`config.mk`:
```
export PLATFORM = sky130hd
export DESIGN_NAME = sba_adder
export DESIGN_NICKNAME = d
export VERILOG_FILES = /design/src/verilog/sba_pkg.sv /design/src/verilog/sba_adder.sv
export SDC_FILE = /design/constraint.sdc
export NUM_CORES = 1
export LEC_CHECK = 0
export ABC_AREA = 1
export BUFFER_PORTS_ARGS = -buffer_cell sky130_fd_sc_hd__buf_2
export CAP_MARGIN = 20
export CORE_AREA = 2 2 66 99
export CTS_CLUSTER_SIZE = 40
export DETAILED_ROUTE_END_ITERATION = 6
export DIE_AREA = 0 0 68 101
export PLACE_DENSITY_LB_ADDON = 0.15
export SLEW_MARGIN = 20
export SYNTH_ARGS = -nofsm -noshare
export SYNTH_HDL_FRONTEND = slang
export SYNTH_SLANG_ARGS = --single-unit
```
`constraint.sdc`:
```
create_clock -name ref_clk -period 2.8 [get_ports ref_clk]
set_clock_uncertainty 0.2 [all_clocks]
set_input_delay 0.56 -clock ref_clk [delete_from_list [all_inputs] [get_ports ref_clk]]
set_output_delay 0.56 -clock ref_clk [all_outputs]
set_load 0.03 [all_outputs]
```
`src/verilog/sba_pkg.sv`:
```
// Package for the 12-stage subtractive borrow adder.
// Assumes a single synchronous clock domain and no software registers.
package sba_pkg;
  localparam int unsigned WIDTH     = 12;
  localparam int unsigned GRP_SIZE  = 3;
  localparam int unsigned NUM_GRPS  = WIDTH / GRP_SIZE;
  localparam logic [11:0] ZERO_WORD = 12'h000;
  localparam logic [11:0] PLUS_ONE  = 12'h001;

  // Operand selections for the two operand sides.
  typedef enum logic [4:0] {
    CMD_A_PLUS_ONE   = 5'h00,
    CMD_A_PLUS_Z     = 5'h01,
    CMD_A_MINUS_Z    = 5'h02,
    CMD_Z_PLUS_ONE   = 5'h03,
    CMD_LOGICAL_PROD = 5'h04,
    CMD_SEL_COMPL    = 5'h05,
    CMD_REPLACE_ADD1 = 5'h06,
    CMD_XFER_A       = 5'h07,
    CMD_XFER_MINUS_Z = 5'h08,
    CMD_XFER_PLUS_Z  = 5'h09,
    CMD_SHIFT_LEFT   = 5'h0a
  } sba_cmd_t;

  typedef enum logic [1:0] {
    PH_IDLE   = 2'b00,
    PH_CLEAR  = 2'b01,
    PH_TOGGLE = 2'b10,
    PH_PROBE  = 2'b11
  } sba_phase_t;

  typedef struct packed {
    sba_cmd_t    cmd;
    logic [11:0] accum;
    logic [11:0] memOp;
  } sba_req_t;
endpackage

```
`src/verilog/sba_adder.sv`:
```
// Subtractive one's-complement adder with clear, toggle and probe phases.
// Operands are captured at start and need not stay stable until done.
`timescale 1ns/10ps
`default_nettype none

// Functional notes
// - Both operand bits zero make stage borrow.
// - Unlike operand bits make stage enable.
// - Group borrow: borrow with higher enables.
// - Group enable when all stages enable.
// - Groups are three stages, one octal digit.
// - First phase clears result register.
// - Toggle phase sets bits of enabled stages.
// - Probe inverts bits not reached by borrow.
// - Passed borrow crosses intervening enabled stages.
// - Group borrow input from lower groups.
// - Top borrow wraps end-around to bottom.
// - Probe input blocked when borrow reaches stage.
// - Twelve stages, one input per side.
// - Input selections form the command set.
// - Arithmetic, transfer and shift commands supported.
// - Plus-one input drives ones except lowest.
// - Addition done by subtracting the complement.
module sba_adder
  import sba_pkg::*;
#(
  parameter int unsigned W = sba_pkg::WIDTH
) (
  input  wire logic            ref_clk,
  input  wire logic            reset,
  input  wire logic            start,
  input  wire sba_pkg::sba_req_t req,
  output logic [W-1:0]         result,
  output logic                 busy,
  output logic                 done
);
  import sba_pkg::*;

  // The borrow network is built for whole octal groups of the fixed word.
  if (W != WIDTH || W % GRP_SIZE != 0) begin : gBadWidth
    $error("sba_adder supports only the documented width");
  end

  sba_phase_t        phase_q, phase_d;
  sba_req_t          req_q;
  logic [W-1:0]      result_q, result_d;
  logic              done_q;

  // Operand sides hold true operand values; the R side feeds the adder
  // inverted, so R carries the subtrahend complement.
  logic [W-1:0]      rSide;
  logic [W-1:0]      qSide;
  logic [W-1:0]      rInv;
  // A +1 on the inverted R side puts ones into all but the lowest stage.
  wire  [W-1:0]      plusOneInv = ~PLUS_ONE;

  always_comb begin
    rSide = ZERO_WORD;
    qSide = req_q.accum;
    rInv  = ZERO_WORD;
    unique case (req_q.cmd)
      CMD_A_PLUS_ONE:   rSide = PLUS_ONE;
      CMD_A_PLUS_Z:     rSide = req_q.memOp;
      CMD_A_MINUS_Z:    rSide = ~req_q.memOp;
      CMD_Z_PLUS_ONE: begin
        rSide = req_q.memOp;
        qSide = PLUS_ONE;
      end
      CMD_LOGICAL_PROD: begin
        rSide = ZERO_WORD;
        qSide = req_q.accum & req_q.memOp;
      end
      CMD_SEL_COMPL: begin
        rSide = ZERO_WORD;
        qSide = req_q.accum ^ req_q.memOp;
      end
      CMD_REPLACE_ADD1: begin
        rSide = PLUS_ONE;
        qSide = req_q.memOp;
      end
      CMD_XFER_A:       rSide = ZERO_WORD;
      CMD_XFER_MINUS_Z: begin
        rSide = ~req_q.memOp;
        qSide = ZERO_WORD;
      end
      CMD_XFER_PLUS_Z: begin
        rSide = req_q.memOp;
        qSide = ZERO_WORD;
      end
      CMD_SHIFT_LEFT: begin
        rSide = ZERO_WORD;
        qSide = {req_q.accum[W-2:0], req_q.accum[W-1]};
      end
      default: begin
        rSide = ZERO_WORD;
        qSide = ZERO_WORD;
      end
    endcase
    rInv = ~rSide;
    if (req_q.cmd == CMD_A_PLUS_ONE || req_q.cmd == CMD_REPLACE_ADD1) begin
      rInv = plusOneInv;
    end
  end

  // Operands presented to each stage are the addend form.
  wire  [W-1:0] opA = qSide;
  wire  [W-1:0] opB = ~rInv;

  logic [W-1:0]        stageBorrow;
  logic [W-1:0]        stageEnable;
  logic [NUM_GRPS-1:0] groupBorrow;
  logic [NUM_GRPS-1:0] groupEnable;
  logic [NUM_GRPS-1:0] group_borrow_input_term;
  logic [W-1:0]        passed_borrow;
  logic [W-1:0]        stageProbe;

  assign stageBorrow = ~opA & ~opB;
  assign stageEnable = opA ^ opB;

  genvar g;
  generate
    for (g = 0; g < NUM_GRPS; g++) begin : gGrp
      localparam int unsigned L = g * GRP_SIZE;
      assign groupBorrow[g] = stageBorrow[L+2]
        | (stageBorrow[L+1] & stageEnable[L+2])
        | (stageBorrow[L] & stageEnable[L+1] & stageEnable[L+2]);
      assign groupEnable[g] = &stageEnable[L+2:L];
      // Borrow into a group comes from the adjacent lower group, through
      // enabled groups from farther down, and end-around from the top.
      always_comb begin
        logic pend;
        pend = 1'b0;
        for (int k = 1; k <= NUM_GRPS; k++) begin
          pend = pend | (groupBorrow[(g + NUM_GRPS - k) % NUM_GRPS]
                 & ((k == 1) | passAll(g, k)));
        end
        group_borrow_input_term[g] = pend;
      end
      // Borrow reaching a stage inside a group.
      assign passed_borrow[L]   = group_borrow_input_term[g];
      assign passed_borrow[L+1] = stageBorrow[L]
        | (group_borrow_input_term[g] & stageEnable[L]);
      assign passed_borrow[L+2] = stageBorrow[L+1]
        | (stageBorrow[L] & stageEnable[L+1])
        | (group_borrow_input_term[g] & stageEnable[L] & stageEnable[L+1]);
    end
  endgenerate

  // True when every group between source (g-k) and g exclusive is enabled.
  function automatic logic passAll(input int gi, input int k);
    logic ok;
    ok = 1'b1;
    for (int j = 1; j < NUM_GRPS; j++) begin
      if (j < k) ok = ok & groupEnable[(gi + NUM_GRPS - j) % NUM_GRPS];
    end
    return ok;
  endfunction

  assign stageProbe = ~passed_borrow;

  always_comb begin
    phase_d  = phase_q;
    result_d = result_q;
    unique case (phase_q)
      PH_IDLE: if (start) phase_d = PH_CLEAR;
      PH_CLEAR: begin
        result_d = ZERO_WORD;
        phase_d  = PH_TOGGLE;
      end
      PH_TOGGLE: begin
        result_d = result_q | stageEnable;
        phase_d  = PH_PROBE;
      end
      PH_PROBE: begin
        result_d = result_q ^ stageProbe;
        phase_d  = PH_IDLE;
      end
    endcase
  end

  always_ff @(posedge ref_clk) begin
    if (reset) begin
      phase_q  <= PH_IDLE;
      result_q <= ZERO_WORD;
      done_q   <= 1'b0;
      req_q    <= '0;
    end else begin
      phase_q  <= phase_d;
      result_q <= result_d;
      done_q   <= (phase_q == PH_PROBE);
      if (phase_q == PH_IDLE && start) req_q <= req;
    end
  end

  assign result = result_q;
  assign done   = done_q;

  logic busy_q;
  always_ff @(posedge ref_clk) begin
    if (reset) busy_q <= 1'b0;
    else busy_q <= (phase_d != PH_IDLE);
  end
  assign busy = busy_q;
endmodule

`default_nettype wire

```
==> results.toml, run 1 <==
[run_status]
status = "completed"

[worst_setup_path]
cp_top_family = "simple AND/OR/NAND/NOR gates"
end_kind = "flop"
r2r_start = "req_q[28]$_SDFFE_PP0P_"
critical_path_class = "flop to flop"
worst-path-buf-inv = 5
critPathLaunch = "req_q[28]$_SDFFE_PP0P_"
cpMaxStageDelayCell = "dfxtp_2"
critPathMaxStageDelay_ns = 0.37
cp-start-kind = "flop"
path_cells = "inv_2 > nand3_4 > inv_2 > nand3_4 > clkinvlp_4 > buf_12 > nand2_4 > o2111ai_2 > a21oi_2 > ha_1 > or2_1 > nand3_1 > nand2_2 > inv_2 > nand3_4 > nand2_2 > nand2_1 > nand2_1 > nand3_1 > a21oi_1"
critPathRequiredTime_ns = 2.83
crit_fanout = 5
cp.arrival_ns = 2.80

[timing]
worst_hold_slack_ns = 0.302
finalSetupViolCount = 0
hold_viol = 0
layout_min_cycle_time_ns = 2.77
rsz0062_at_grt = "true"
max_freq_ghz = 0.361
fin_ws_ns = 0.0320
period_share = 0.989
tightest_slew_ns = 0.723
timing.slew.headroom = 0.517
slew_viol_final = 0

[route]
drtIter0Drc = 107
route.detailed.drc = 0
dr.pass1.iters = 4
via_per_inst = 5.32
ant_nets = 0
routed_wirelength_mm = 8.08
wl_per_cell_um = 13.4
vias = 3205

[die]
die_w_um = 68
die_height_um = 101
dieArea_mm2 = 0.00687
initial_utilization = 0.502
num_io_pins = 46
rows = 35
coreArea_mm2 = 0.00604

[clocking]
cts.sinks = 45
ctsRootBufferMaster = "clkbuf_8"
cts_made_buffers = 5
cts_tree = "yes"
clk_path_buf_depth = 2
hold_buffers = 0
clk_pin_slew_ns = 0.09
cts-htree-levels = 2
clk_latency_ns = 0.30

[synthesis]
syn_avg_cell_area_um2 = 6.54
yosysTopAreaCell = "dfxtp_1"
synth_cell_type_count = 30
yosysWarnings = 0
async_reset_ff_frac = 0
synth-edff-count = 0
ys_top_cells_by_area = "dfxtp_1 (30%), nand2_1 (13%), ha_1 (11%)"
netlist_area_mm2 = 0.00303
synth_fp_nets = 523
synth_ff_type = "dfxtp_1"
synth-seq-cells = 45
netlist.area_leader.share = 0.297
syn_inst = 464
seq_area_frac_synth = 0.297

[global_route]
overflow = 0
antenna_found_initial = 0
grt_pass1_wl_mm = 13.1
grt_max_degree = 35
grt_pass1_vias = 2982
grt_use_total = 0.242

[final_layout]
syn_to_final_growth_pct = 29.9
layout.nets = 586
drive_above_1_share = 0.286
fin_util = 0.652
antenna_cells = 0
fillCellCount = 560

[min_path]
hp-start = "req[9]"
hold_class = "input port to flop"

[job]
cap_violations = 0

[power]
power_density_mw_per_mm2 = 846
switching_share = 0.452
ir_drop_v = 0.000404
power.internal_mw = 1.82
pwr-share-clk = 0.157
p_comb_frac = 0.574
power_switching_mw = 1.51
seqPwrFrac = 0.269
p_leak_nw = 1.79

[place]
post-place-ws_ns = -0.0661
hpwlAfterDp_mm = 5.71
gp_congestion = 0.890
port_buffers = 45
## cell families (layout without fill, tap and decap cells)
family	after synthesis	in the layout	share of synthesized area
fa+ha+maj	27	27	0.111
flops	45	45	0.297
simple gates	236	236	0.328
buf+inv	61	125	0.0792
compound gates	94	94	0.182
xor+xnor	1	1	0.00289
## cells in the mapped netlist (all sizes together), types with 2 or more instances
cell / n
nand2: 110
nor2: 75
o21ai: 51
nand3: 49
dfxtp: 45
inv: 43
ha: 27
a21oi: 21
a221oi: 10
clkbuf: 9
buf: 8
a211oi: 3
a31oi: 2
o211ai: 2
or2: 2
## state kept, by name, summed over array words and instances (netlist names)
signal	count
req_q	29
result	12
phase_q	2
busy	1
done	1
## area by class of cell
type	count	area, µm²	area share
clock inverters	1	30.0	0.00762
well taps	74	92.6	0.0235
inverters	44	174	0.0441
repair inverters	1	7.51	0.00191
flip-flops and latches	45	907	0.230
multi-input cells	358	2180	0.554
clock buffers	7	86.3	0.0219
repair buffers	72	460	0.117
## metal layers
layer  track usage  up-vias  share of wire  routed length [µm]
li1              -     1668              -                   -
met1         0.274     1454           0.42                3400
met2         0.453       70           0.53                4280
met3        0.0324       13          0.032                 262
met4        0.0708        0          0.018                 146
met5             0        -              0                   0
## path summary, 6_finish.rpt
check                                end  slack, ns  depth (start not counted)
setup / recovery  result[1]$_SDFFE_PP0P_       0.03                         20
hold / removal     req_q[9]$_SDFFE_PP0P_       0.30                          3
setup reg to reg  result[1]$_SDFFE_PP0P_       0.03                         20
hold reg to reg   req_q[25]$_SDFFE_PP0P_       0.30                          2
## placed cells by master, fill, tap and decap left out, types with 3 or more instances in the layout
cell,n
a21oi_1,14
a21oi_2,7
a221oi_2,7
a221oi_4,3
buf_2,45
buf_4,23
clkbuf_8,6
dfxtp_1,40
dfxtp_2,5
ha_1,24
ha_4,3
inv_1,33
inv_2,7
nand2_1,97
nand2_2,9
nand2_4,4
nand3_1,34
nand3_2,12
nand3_4,3
nor2_1,69
nor2_2,4
o21ai_0,49
## per-stage QoR
step                      total power, mW  instance area (µm²)  setup TNS (ns)  instances
final                                3.33                 3940               0        602
after floorplan                      1.98                 3030               0        464
after global routing                 3.61                 3940           -1.09        602
after global placement               2.36                 3390         -0.0164        581
after detailed placement             2.40                 3390          -0.142        581
after CTS                            2.97                 3570               0        591
## worst reg2reg max path: stages, from the launching register on
cell and delay (ns):
dfxtp_2 0.37, inv_2 0.06, nand3_4 0.09, inv_2 0.05
nand3_4 0.11, clkinvlp_4 0.12, buf_12 0.16, nand2_4 0.06
o2111ai_2 0.10, a21oi_2 0.13, ha_1 0.28, or2_1 0.24
nand3_1 0.09, nand2_2 0.07, inv_2 0.07, nand3_4 0.09
nand2_2 0.09, nand2_1 0.05, nand2_1 0.05, nand3_1 0.06
a21oi_1 0.16
## timing repair
action | in CTS | in global routing
setup endpoints to repair | 8 | 12
pin swaps | 3 | 35
gates resized for setup | 11 | 65
gates cloned | 1 | 0
setup buffers | 1 | 11
## power by group through the flow
stage                     logic (mW)  clock network, mW  registers (mW)
after global routing            2.13              0.558           0.919
final                           1.91              0.524           0.897
after global placement          1.46                  0           0.894
after floorplan                 1.03                  0           0.954
after detailed placement        1.50                  0           0.900
after CTS                       1.55              0.536           0.885
Power figures use the tool's default switching activity.
==> run 2, diff against run 1 <==
Settings changed: SETUP_SLACK_MARGIN set to 0.4.
==> run 2 against run 1 <==
  * The run now ends with setup timing left
  * Core utilization grew 3.2 points
  * First-iteration DRC count grew 49%
  * Combinational power grew 8%
  * Global-route usage grew 0.10 points
  * Register-to-register slack lost 0.10 ns
  * Sequential share of layout area shrank 1.1 points
  * Final area grew 4.9%
  * Die area is the same
  * Clock-buffer cell count shrank 1
  * Via count grew 1.7%
  * Non-clock buffer count grew 10
  * Cell count grew 1.5%
  * Critical path type unchanged
  * Highest routed layer unchanged
==> results.toml, run 2 (synthesized netlist as in run 1, its figures left out) <==
[route]
wl_per_cell_um = 13.5
route.detailed.drc = 0
ant_nets = 0
via_per_inst = 5.33
dr.pass1.iters = 4
routed_wirelength_mm = 8.25
drtIter0Drc = 159
vias = 3259

[timing]
rsz0062_at_grt = "true"
worst_hold_slack_ns = 0.300
period_share = 1.03
fin_ws_ns = -0.0730
slew_viol_final = 0
finalSetupViolCount = 10
hold_viol = 0
layout_min_cycle_time_ns = 2.87
timing.slew.headroom = 0.568
tightest_slew_ns = 0.648
max_freq_ghz = 0.348

[min_path]
hold_class = "input port to flop"

[run_status]
violations = "setup timing"
status = "complete, but fails checks"

[power]
power_density_mw_per_mm2 = 844
p_leak_nw = 1.83
ir_drop_v = 0.000448
fin_total_pwr_mw = 3.49

[worst_setup_path]
crit_fanout = 5
cp_top_family = "simple AND/OR/NAND/NOR gates"
critPathRequiredTime_ns = 2.84
cpMaxStageDelayCell = "dfxtp_2"
r2r_slack_ns = -0.07
end_kind = "flop"
cp_common_cell = "nand2_2"
worst-path-buf-inv = 6
cp.arrival_ns = 2.91
critPathMaxStageDelay_ns = 0.37
critical_path_class = "flop to flop"
cp-start-kind = "flop"
path_cells = "inv_2 > nand3_4 > buf_6 > inv_4 > nand3_4 > clkinvlp_4 > buf_6 > nand2_2 > o2111ai_2 > a21oi_2 > ha_4 > or2_4 > nand2_2 > nand2_2 > inv_1 > nand2_2 > nor2_2 > xor2_1 > nand2_1 > a21oi_1"

[clocking]
clk_pin_slew_ns = 0.09
clk_latency_ns = 0.31
clk_path_buf_depth = 2
cts-htree-levels = 2
cts.sinks = 45
cts_tree = "yes"
cts_made_buffers = 5
ctsRootBufferMaster = "clkbuf_8"

[global_route]
grt_pass1_vias = 3007
grt_use_total = 0.243
grt_pass1_wl_mm = 13.2
antenna_found_initial = 0
overflow = 0
grt_max_degree = 35

[final_layout]
layout_common_cells = "nand2_1 (94), nor2_1 (69), o21ai_0 (49), buf_2 (45), dfxtp_1 (40)"
top_register = "req_q"
postLayoutCellArea_mm2 = 0.00413
fin_util = 0.684
antenna_cells = 0
syn_to_final_growth_pct = 36.3
largest_reg_flops = 29
layout.nets = 595
drive_above_1_share = 0.322
final_common_cell = "nand2_1"

[die]
dieArea_mm2 = 0.00687
die_height_um = 101
coreArea_mm2 = 0.00604
initial_utilization = 0.502
rows = 35
num_io_pins = 46
die_w_um = 68

[place]
port_buffers = 45
post-place-ws_ns = -0.186
placed_area_mm2 = 0.00347
gp_congestion = 0.898
hpwlAfterDp_mm = 5.87

[job]
cap_violations = 0
run 2: cell count changes in the layout (fill, tap and decap cells not counted), sizes merged:
| cell | change |
|---|---|
| buf | +10 |
| clkbuf | -1 |
run 2: stage by stage:
stage,std cells,TNS (ns)
floorplan,464,0
global placement,585,-0.970
detailed placement,585,-1.37
CTS,603,0
global route,611,-2.28
finish,611,-0.317
run 2: tightest hold or removal path, stage by stage:
cell and delay [ns]:
buf_2 0.07, o21ai_0 0.07, nor2_1 0.08
run 2: report_power, final:
part	leakage, nW	internal, mW	switching (mW)	total (mW)
clock network	0.0574	0.291	0.247	0.537
registers	0.373	0.766	0.130	0.896
logic	1.40	0.842	1.21	2.06
total	1.83	1.90	1.59	3.49
run 2: final cells by class:
type	instances	area [µm²]
Inverter	44	171
Clock inverter	2	37.5
Timing Repair Buffer	82	526
Clock buffer	6	82.6
Fill cell	526	1910
Sequential cell	45	907
Multi-Input combinational cell	358	2320
Tap cell	74	92.6
run 2: worst paths after layout:
path	start	endpoint	depth (start not counted)
setup / recovery	req_q[28]$_SDFFE_PP0P_	result[9]$_SDFFE_PP0P_	20
hold / removal	req[9]	req_q[9]$_SDFFE_PP0P_	3
setup reg to reg	req_q[28]$_SDFFE_PP0P_	result[9]$_SDFFE_PP0P_	20
hold reg to reg	result[3]$_SDFFE_PP0P_	result[3]$_SDFFE_PP0P_	2
run 2: routing by layer:
layer / routed length (µm) / vias up / GRT usage
met5: 0 / - / 0
met4: 150 / 0 / 0.0938
met3: 190 / 10 / 0.0291
met2: 4450 / 63 / 0.456
met1: 3460 / 1502 / 0.267
li1: - / 1684 / -
run 2: repair_timing:
action / 4_1_cts / 5_1_grt
endpoints found under the setup margin: 12 / 12
gates resized for setup: 25 / 60
cloned: 0 / 0
pin swaps: 23 / 38
buffers inserted: 10 / 8
hold buffers: 0 / 0
hold endpoints to repair: 0 / 0
==> run 3, diff against run 2 <==
Settings changed: SETUP_SLACK_MARGIN 0.4 to 0.1.
==> run 3 against run 2 <==
  * The run still ends with setup timing left
  * Worst setup slack better by 0.072 ns
  * Fmax up 2.6%
  * Routed wire length down 1.5%
  * Clock-buffer cell count up 1
==> results.toml, run 3 (synthesized netlist as in run 1, its figures left out) <==
[die]
initial_utilization = 0.502
coreArea_mm2 = 0.00604
die_height_um = 101
die_w_um = 68
num_io_pins = 46
dieArea_mm2 = 0.00687
rows = 35

[power]
power_density_mw_per_mm2 = 844
fin_total_pwr_mw = 3.26
p_leak_nw = 1.78
ir_drop_v = 0.000400

[route]
drt-met1-wl_mm = 3.36
wl_per_cell_um = 13.4
drtIter0Drc = 122
ant_nets = 0
dr.pass1.iters = 4
wl_met2_mm = 4.25
top_layer_used = "met4"
route.detailed.drc = 0
vias = 3239
wl_met3_um = 299
routed_wirelength_mm = 8.13
via_per_inst = 5.34

[clocking]
clk_pin_slew_ns = 0.10
clk_path_buf_depth = 2
cts_made_buffers = 5
hold_buffers = 0
clk_latency_ns = 0.30
ctsRootBufferMaster = "clkbuf_8"
cts.sinks = 45
cts_tree = "yes"
cts-htree-levels = 2

[timing]
slew_viol_final = 0
finalSetupViolCount = 1
hold_viol = 0
tightest_slew_ns = 0.728
rsz0062_at_grt = "true"
timing.slew.headroom = 0.514
worst_hold_slack_ns = 0.297
max_freq_ghz = 0.357
layout_min_cycle_time_ns = 2.80
fin_ws_ns = -0.00114
period_share = 1.00

[min_path]
hold_class = "input port to flop"
hp-start = "req[9]"
hold-path-endpoint = "req_q[9]$_SDFFE_PP0P_"
hold_depth = 3

[global_route]
grt_max_degree = 35
antenna_found_initial = 0
grt_pass1_vias = 3107
overflow = 0
grt_pass1_wl_mm = 13.6
grt_use_total = 0.252

[place]
gp_congestion = 0.890
post-place-ws_ns = -0.0661
hpwlAfterDp_mm = 5.71
port_buffers = 45

[worst_setup_path]
critPathLaunch = "req_q[28]$_SDFFE_PP0P_"
r2r_start = "req_q[28]$_SDFFE_PP0P_"
end_kind = "flop"
critPathRequiredTime_ns = 2.79
critical_path_class = "flop to flop"
cp-start-kind = "flop"
worst_r2r_endpoint = "result[0]$_SDFFE_PP0P_"
r2r_slack_ns = -0.001
rr_worst_depth = 15
cp.arrival_ns = 2.79
crit_fanout = 5

[final_layout]
syn_to_final_growth_pct = 27.5
layout.nets = 590
layout_common_cells = "nand2_1 (101), nor2_1 (68), o21ai_0 (49), buf_2 (45), dfxtp_1 (40)"
drive_above_1_share = 0.273
top_register = "req_q"
largest_reg_flops = 29
final_common_cell = "nand2_1"
antenna_cells = 0

[run_status]
violations = "setup timing"
status = "complete, but fails checks"

[job]
cap_violations = 0
==> run 3: changes by cell type in the layout (fill, tap and decap cells not counted), sizes merged <==
cell	change
buf	-6
clkbuf	+1
==> run 3: how the worst max path moves through the flow <==
| stage | end | cells after the start | slack, ns |
|---|---|---|---|
| finish | result[0]$_SDFFE_PP0P_ | 15 | -0.001 |
| global route | result[2]$_SDFFE_PP0P_ | 18 | -0.16 |
| CTS | result[2]$_SDFFE_PP0P_ | 19 | 0.07 |
| detailed placement | result[0]$_SDFFE_PP0P_ | 17 | -0.07 |
| global placement | result[0]$_SDFFE_PP0P_ | 17 | -0.02 |
| floorplan | result[0]$_SDFFE_PP0P_ | 17 | 0.25 |
==> run 3: power breakdown <==
group / total, mW / switching, mW / internal [mW]
Sequential: 0.896 / 0.130 / 0.766
Clock: 0.526 / 0.235 / 0.291
Combinational: 1.84 / 1.10 / 0.741
==> run 3: layout make-up <==
cell class,instances,area [µm²]
inverter,44,171
timing repair inverter,1,7.51
multi-input combinational,358,2090
clock buffer,7,86.3
fill,566,2180
sequential,45,907
timing repair buffer,76,477
clock inverter,1,30.0
tap,74,92.6
==> run 3: layer usage <==
layer,up-vias,track usage
li1,1674,-
met1,1464,0.279
met2,81,0.464
met3,20,0.0324
met4,0,0.103
met5,-,0
==> run 3: worst max-delay path: stages (launching register included) <==
cell and delay (ns):
dfxtp_2 0.35, nor2_4 0.15, nand2_2 0.10, o22ai_2 0.24, buf_6 0.16, buf_4 0.11, o21ai_0 0.08, ha_1 0.34
nand3_2 0.13, nor2_2 0.16, nand3_1 0.15, nand3_4 0.14, nor2_2 0.04, or2_1 0.22, nand3_1 0.08, a21oi_2 0.05
==> run 3: stage by stage <==
step / std cells / instance area, µm² / setup TNS (ns) / utilization
2_1_floorplan: 464 / 3030 / 0 / -
3_3_place_gp: 581 / 3390 / -0.0164 / 0.561
3_5_place_dp: 581 / 3390 / -0.142 / 0.561
4_1_cts: 603 / 3720 / 0 / 0.615
5_1_grt: 606 / 3870 / -1.39 / 0.640
6_report: 606 / 3870 / -0.00114 / 0.640
==> run 3: what timing repair did <==
item                                    4_1_cts  5_1_grt
pin swaps                                    17       11
setup buffers                                12        3
cloned                                        2        0
hold endpoints to repair                      0        0
resized for setup                            31       32
endpoints found under the setup margin       12       12
